File: src/hw/cell_input_pkg.sv
package cell_input_pkg;

   // register byte offsets on the bus
   localparam logic [3:0]  OFF_CONTROL_HIGH = 4'h0;
   localparam logic [3:0]  OFF_SOURCE_SEL   = 4'h4;
   localparam logic [3:0]  OFF_GATE_EN_LOW  = 4'h8;

   // implemented bits of each register
   localparam logic [15:0] MASK_CONTROL_HIGH = 16'h000F;
   localparam logic [15:0] MASK_SOURCE_SEL   = 16'h7777;
   localparam logic [15:0] MASK_GATE_EN_LOW  = 16'hFFFF;

   // reset values
   localparam logic [15:0] RST_CONTROL_HIGH = 16'h0000;
   localparam logic [15:0] RST_SOURCE_SEL   = 16'h0000;
   localparam logic [15:0] RST_GATE_EN_LOW  = 16'h0000;

   // field layout
   localparam int          GATE_INVERT_LSB  = 0;
   localparam int          SEL_FIELD_STRIDE = 4;
   localparam int          SEL_CODE_W       = 3;
   localparam int          GATE_EN_W        = 8;
   localparam int          NUM_GATES        = 4;
   localparam int          NUM_SOURCES      = 8;

   // selector codes shared by all four selectors
   localparam logic [2:0]  CODE_PIN         = 3'h0;
   localparam logic [2:0]  CODE_CELL_OUT    = 3'h1;
   localparam logic [2:0]  CODE_COMPARATOR  = 3'h2;
   localparam logic [2:0]  CODE_SERIAL      = 3'h3;
   localparam logic [2:0]  CODE_EVENT       = 3'h4;
   localparam logic [2:0]  CODE_LOW         = 3'h5;
   localparam logic [2:0]  CODE_FLAG_A      = 3'h6;
   localparam logic [2:0]  CODE_FLAG_B      = 3'h7;

   // bus handshake states
   typedef enum logic [1:0] {
      BUS_IDLE   = 2'b01,
      BUS_ANSWER = 2'b10
   } bus_state_e;

endpackage

File: src/hw/source_selector.sv
`timescale 1ns/100ps
// one eight-way data source multiplexer
module source_selector
   import cell_input_pkg::*;
(
   input  wire logic [NUM_SOURCES-1:0] candidates,
   input  wire logic [SEL_CODE_W-1:0]  code,
   output logic                        data
);

   // the low code is forced here so no caller can wire it wrong
   always_comb begin
      if (code == CODE_LOW) begin
         data = 1'b0;
      end else begin
         data = candidates[code];
      end
   end

endmodule

File: src/hw/logic_cell_input_select.sv
// The implementer's own choices: the register addresses and the Avalon-MM register port.
`timescale 1ns/100ps
// input selection front end of one configurable logic cell
module logic_cell_input_select
   import cell_input_pkg::*;
#(
   parameter int CELL_INDEX = 1
)
(
   input  wire logic        core_clk,
   input  wire logic        resetn,
   // register bus
   input  wire logic [3:0]  address,
   input  wire logic        read,
   input  wire logic        write,
   input  wire logic [3:0]  byteenable,
   input  wire logic [31:0] writedata,
   output logic [31:0]      readdata,
   output logic             waitrequest,
   // candidate sources
   input  wire logic        input_pin_a,
   input  wire logic        input_pin_b,
   input  wire logic        instruction_cycle_clock,
   input  wire logic        secondary_osc_clock,
   input  wire logic        low_power_rc_clock,
   input  wire logic        fast_rc_clock,
   input  wire logic        capture_unit1_compare_flag,
   input  wire logic        capture_unit2_compare_flag,
   input  wire logic        capture_unit3_compare_flag,
   input  wire logic        capture_unit4_compare_flag,
   input  wire logic        capture_unit5_compare_flag,
   input  wire logic        comparator1_out,
   input  wire logic        comparator2_out,
   input  wire logic        comparator3_out,
   input  wire logic        serial_port1_tx,
   input  wire logic        serial_port2_tx,
   input  wire logic        serial_port1_rx,
   input  wire logic        serial_port2_rx,
   input  wire logic        serial_periph1_data_out,
   input  wire logic        serial_periph2_data_out,
   input  wire logic        serial_periph1_data_in,
   input  wire logic        serial_periph2_data_in,
   input  wire logic        converter_end_of_conversion,
   input  wire logic        charge_time_unit_trigger,
   input  wire logic        own_cell_out,
   input  wire logic        other_cell_out,
   // gate 3 and 4 enables come from the neighbouring register
   input  wire logic [15:0] gate_enable_high,
   // gate results after polarity, towards the logic function
   output logic [3:0]       gate_out
);

   // merge a 16-bit write under byte enables and implemented-bit mask
   function automatic logic [15:0] merge_write(input logic [15:0] old_value,
                                               input logic [15:0] wdata,
                                               input logic [1:0]  be,
                                               input logic [15:0] mask);
      logic [15:0] lanes;
      lanes = {{8{be[1]}}, {8{be[0]}}};
      return ((old_value & ~lanes) | (wdata & lanes)) & mask;
   endfunction

   // OR of enabled true and negated selector outputs for one gate
   function automatic logic gate_or(input logic [7:0] en, input logic [3:0] d);
      logic acc;
      acc = 1'b0;
      for (int k = 0; k < 4; k++) begin
         acc = acc | (en[2*k+1] & d[k]) | (en[2*k] & ~d[k]);
      end
      return acc;
   endfunction

   logic [15:0]           control_high;
   logic [15:0]           input_source_select;
   logic [15:0]           gate_enable_low;
   bus_state_e            bus_state;
   bus_state_e            next_bus_state;
   logic                  request;
   logic                  commit;
   logic [31:0]           next_readdata;
   logic [NUM_SOURCES-1:0] candidates [NUM_GATES];
   logic [3:0]            sel_data;
   logic [3:0]            gate_raw;
   logic [7:0]            gate_en [NUM_GATES];
   logic [3:0]            gate_invert;
   logic                  serial_tx_src;
   logic                  serial_rx_src;
   logic                  periph_out_src;
   logic                  periph_in_src;

   assign request = read | write;
   // a write lands only at the edge where the master sees waitrequest low
   assign commit  = write & (bus_state == BUS_ANSWER);

   // bus handshake: one wait cycle, then answer for exactly one cycle
   always_comb begin
      next_bus_state = bus_state;
      unique case (bus_state)
         BUS_IDLE: begin
            if (request) begin
               next_bus_state = BUS_ANSWER;
            end
         end
         BUS_ANSWER: begin
            next_bus_state = BUS_IDLE;
         end
      endcase
   end

   always_ff @(posedge core_clk or negedge resetn) begin
      if (!resetn) begin
         bus_state   <= BUS_IDLE;
         waitrequest <= 1'b1;
      end else begin
         bus_state   <= next_bus_state;
         waitrequest <= (next_bus_state != BUS_ANSWER);
      end
   end

   // read mux; unmapped addresses and unimplemented bits return zero
   always_comb begin
      next_readdata = 32'h0000_0000;
      unique case (address)
         OFF_CONTROL_HIGH: next_readdata = {16'h0000, control_high & MASK_CONTROL_HIGH};
         OFF_SOURCE_SEL:   next_readdata = {16'h0000, input_source_select & MASK_SOURCE_SEL};
         OFF_GATE_EN_LOW:  next_readdata = {16'h0000, gate_enable_low};
         default:          next_readdata = 32'h0000_0000;
      endcase
   end

   // read data captured during the wait cycle so it stands at the answer edge
   always_ff @(posedge core_clk or negedge resetn) begin
      if (!resetn) begin
         readdata <= 32'h0000_0000;
      end else if (read && bus_state == BUS_IDLE) begin
         readdata <= next_readdata;
      end
   end

   // register writes
   always_ff @(posedge core_clk or negedge resetn) begin
      if (!resetn) begin
         control_high        <= RST_CONTROL_HIGH;
         input_source_select <= RST_SOURCE_SEL;
         gate_enable_low     <= RST_GATE_EN_LOW;
      end else if (commit) begin
         if (address == OFF_CONTROL_HIGH) begin
            control_high <= merge_write(control_high, writedata[15:0], byteenable[1:0], MASK_CONTROL_HIGH);
         end
         if (address == OFF_SOURCE_SEL) begin
            input_source_select <= merge_write(input_source_select, writedata[15:0], byteenable[1:0],
                                               MASK_SOURCE_SEL);
         end
         if (address == OFF_GATE_EN_LOW) begin
            gate_enable_low <= merge_write(gate_enable_low, writedata[15:0], byteenable[1:0],
                                           MASK_GATE_EN_LOW);
         end
      end
   end

   // peripheral instance follows the cell index; cell 1 uses instance 1
   assign serial_tx_src  = (CELL_INDEX == 1) ? serial_port1_tx         : serial_port2_tx;
   assign serial_rx_src  = (CELL_INDEX == 1) ? serial_port1_rx         : serial_port2_rx;
   assign periph_out_src = (CELL_INDEX == 1) ? serial_periph1_data_out : serial_periph2_data_out;
   assign periph_in_src  = (CELL_INDEX == 1) ? serial_periph1_data_in  : serial_periph2_data_in;

   // candidate lists, index equals selector code; index 5 is overridden low
   assign candidates[0] = {capture_unit5_compare_flag, capture_unit4_compare_flag, 1'b0, fast_rc_clock,
                           low_power_rc_clock, secondary_osc_clock, instruction_cycle_clock,
                           input_pin_a};
   assign candidates[1] = {capture_unit2_compare_flag, capture_unit1_compare_flag, 1'b0,
                           converter_end_of_conversion, serial_tx_src, comparator1_out, other_cell_out,
                           input_pin_b};
   assign candidates[2] = {capture_unit3_compare_flag, capture_unit2_compare_flag, 1'b0, serial_rx_src,
                           periph_out_src, comparator2_out, own_cell_out, input_pin_a};
   assign candidates[3] = {capture_unit3_compare_flag, capture_unit1_compare_flag, 1'b0,
                           charge_time_unit_trigger, periph_in_src, comparator3_out, other_cell_out,
                           input_pin_b};

   // gate enables: low register holds gates 1 and 2, bit 8 is gate 2 source 1 negated
   assign gate_en[0]  = gate_enable_low[7:0];
   assign gate_en[1]  = gate_enable_low[15:8];
   assign gate_en[2]  = gate_enable_high[7:0];
   assign gate_en[3]  = gate_enable_high[15:8];
   assign gate_invert = control_high[GATE_INVERT_LSB +: NUM_GATES];

   // four selectors and four gates
   for (genvar g = 0; g < NUM_GATES; g++) begin : gen_path
      source_selector u_sel (
         .candidates (candidates[g]),
         .code       (input_source_select[g*SEL_FIELD_STRIDE +: SEL_CODE_W]),
         .data       (sel_data[g])
      );
      assign gate_raw[g] = gate_or(gate_en[g], sel_data);
   end

   // registered gate outputs; clock-like sources therefore pass with one cycle of delay
   always_ff @(posedge core_clk or negedge resetn) begin
      if (!resetn) begin
         gate_out <= 4'h0;
      end else begin
         gate_out <= gate_raw ^ gate_invert;
      end
   end
endmodule

File: config.mk
export PLATFORM = sky130hd
export DESIGN_NAME = logic_cell_input_select
export DESIGN_NICKNAME = d
export VERILOG_FILES = /design/src/hw/cell_input_pkg.sv /design/src/hw/source_selector.sv /design/src/hw/logic_cell_input_select.sv
export SDC_FILE = /design/constraint.sdc
export NUM_CORES = 1
export LEC_CHECK = 0
export ABC_AREA = 1
export BUFFER_PORTS_ARGS = -buffer_cell sky130_fd_sc_hd__buf_2
export CAP_MARGIN = 20
export CORE_ASPECT_RATIO = 0.7
export CORE_UTILIZATION = 49
export DETAILED_ROUTE_END_ITERATION = 6
export GPL_TIMING_DRIVEN = 0
export PLACE_DENSITY = 0.77
export SYNTH_ARGS = -nofsm -noshare
export SYNTH_HDL_FRONTEND = slang
export SYNTH_SLANG_ARGS = --single-unit
File: constraint.sdc
create_clock -name core_clk -period 1.6 [get_ports core_clk]
set_input_delay 0.32 -clock core_clk [delete_from_list [all_inputs] [get_ports core_clk]]
set_output_delay 0.32 -clock core_clk [all_outputs]
set_load 0.03 [all_outputs]
==> run_results.csv <==
group,metric,value,unit
clocking,ctsResizeCount,0,
synthesis,yosysWarningCount,0,
finish,multiInputGateArea,1420,um2
placed_design,portBuffers,84,
clocking,numCtsBuffers,5,
critical_path,critPathLaunchType,"flip-flop",
critical_path,cp-startpoint,"bus_state[1]",
routing,drt_first_pass_iters,5,
synthesis,yosys.area.top_type_share,0.423,
synthesis,ys_seq_area_frac,0.440,
floorplan,dieArea,6730,um2
synthesis,synth.area.top_cells,"dfrtp_1 (42%), nand2_1 (19%), inv_1 (6.7%)",
floorplan,die_width,97.6,um
power,leakagePower,2.22,nW
routing,drt.antenna.violating_nets,0,
sta,rsz0062_at_grt,"false",
global_routing,antenna_found_initial,0,
synthesis,syn-instance-count,424,
floorplan,io_pins,123,
routing,dr_wl_met2,3540,um
power,p_per_area,1290,nW/um2
synthesis,yosysUniqueCellTypes,29,
critical_path,crit_type,"reg2reg",
finish,final_cell_count_no_fill,607,
critical_path,reg2reg_depth,8,
clocking,worstSkewPairLatency,0.31,ns
hold_path,hold_class,"in2async",
synthesis,synth.area.mux_share,0.00719,
sta,fin_ws,0.119,ns
finish,seq_area,1380,um2
floorplan,die_h,68.9,um
synthesis,synth_top_family_by_area,"simple AND/OR/NAND/NOR gates",
routing,wl_met3,711,um
synthesis,yosys.area_share.simple,0.343,
clocking,htree_levels,2,
critical_path,crit_required,1.79,ns
synthesis,synth-adder-area-share,0,
sta,setup_violations,0,
sta,skew,0.0123,ns
sta,tightest_slew,0.682,ns
finish,diodes,0,
critical_path,worst-path-max-fanout,10,
routing,viasPerCell,4.91,
floorplan,start_util,0.529,
job,drv_cap,0,
clocking,cts_root_buf,"clkbuf_8",
finish,layout_commonest_cell,"nand2_1",
critical_path,endpoint_kind,"flip-flop",
clocking,cts_buffer_depth,2,
global_routing,grt_pass1_wl,12800,um
placed_design,hpwl,6460,um
placed_design,dp.cells,599,
critical_path,critical_path_arrival,1.67,ns
power,ir_drop,611,uV
placed_design,dp_slack,0.0375,ns
synthesis,synth_compound_area_frac,0.0786,
global_routing,grt_overflow_total,0,
synthesis,ys_ff_latch,55,
global_routing,grt_max_degree,30,
synthesis,synth-xor-area-share,0,
floorplan,num_rows,23,
finish,area_growth,23.6,%
finish,drive_gt1_frac,0.299,
sta,finalHoldViolCount,0,
clocking,cts_setup_buffers,0,
floorplan,fp.coreArea,5930,um2
synthesis,yosysTopAreaCell,"dfrtp_1",
clocking,cts_hold_buf,0,
finish,mostFrequentLayoutCells,"nand2_1 (157), buf_2 (89), inv_1 (56)",
sta,finalCriticalPeriod,1.48,ns
critical_path,r2r-start,"bus_state[1]",
finish,fillers,547,
finish,num-nets-final,617,
sta,fin_tns_setup,0,ns
clocking,cts_sinks,55,
sta,fin_crit_sh,0.926,
routing,wl_per_cell,13.2,um
synthesis,synthesis.area,3130,um2
routing,topRoutingLayerUsed,"met4",
clocking,clk_pin_slew,0.10,ns
sta,fmax,0.675,GHz
sta,drv_slew,0,
routing,wl_met1,3670,um
global_routing,grt.total_usage,0.251,
routing,drt_iter0_drc,229,
sta,slew_headroom,0.545,
status,status,"completed",
clocking,cts_tree,"done",
synthesis,synth.avg_cell_area,7.39,um2
global_routing,grt_pass1_vias,2693,
placed_design,gp_congestion,0.880,
routing,finalWirelength,8000,um
routing,dr_total_vias,2979,
routing,drc,0,
## cell type report
class / instances / share of cell area
plain buffers: 24 / 0.0433
clock buffers: 5 / 0.0178
clock inverters: 3 / 0.0174
inverters: 64 / 0.0620
multi-input cells: 296 / 0.365
flip-flops and latches: 55 / 0.356
well taps: 75 / 0.0242
repair buffers: 85 / 0.114
## metrics by stage
stage               power [mW]  area, um2  hold WS, ns  utilization
global route              5.35       3870       0.0786        0.653
finish                    5.00       3870       0.0415        0.653
CTS                       5.00       3860       0.0590        0.651
floorplan                 3.37       3190       0.0244            -
global placement          3.85       3700        0.457        0.625
detailed placement        3.92       3720        0.396        0.628
## layer usage
metal | up-vias | GRT usage
met3 | 6 | 0.0514
li1 | 1498 | -
met4 | 0 | 0.0533
met2 | 141 | 0.403
met5 | - | 0
met1 | 1334 | 0.355
## final timing paths
check | to | slack, ns
setup reg to reg | flip-flop | 0.12
hold / removal | readdata[9] | 0.04
max in group asynchronous | bus_state[0] | 0.91
hold reg to reg | readdata[7] | 0.49
setup / recovery | flip-flop | 0.12
min in group core_clk | flip-flop | 0.23
## synthesized netlist by cell type (all sizes together)
master    n
clkbuf    1
nand3b    3
or2       2
nor3      1
o21ai    43
inv      64
o31ai     1
nand2   166
nand3    45
a22o      1
nor4      1
dfrtp    53
dfstp     2
buf      23
mux2      2
nor2     12
conb      1
a21oi     3
## cell families (layout without fill, tap and decap cells)
family	Yosys count	in the layout
other	1	16
flip-flops	55	55
multiplexers	2	2
AO/OA/AOI/OAI	48	48
AND/OR/NAND/NOR	230	230
buffers and inverters	88	181
## report_power, final
group / leakage [nW] / internal (mW) / switching (mW)
registers: 0.725 / 1.74 / 0.298
clock network: 0.0644 / 0.624 / 0.449
logic: 1.43 / 0.657 / 1.23
## critical path: stages (launching register included)
cell,delay [ns]
dfrtp_1,0.42
inv_2,0.05
nor2_2,0.09
nand2_1,0.14
nor2_2,0.18
nand2_2,0.14
buf_2,0.21
nand2_1,0.07
o21ai_1,0.06
Power figures use the tool's default switching activity.
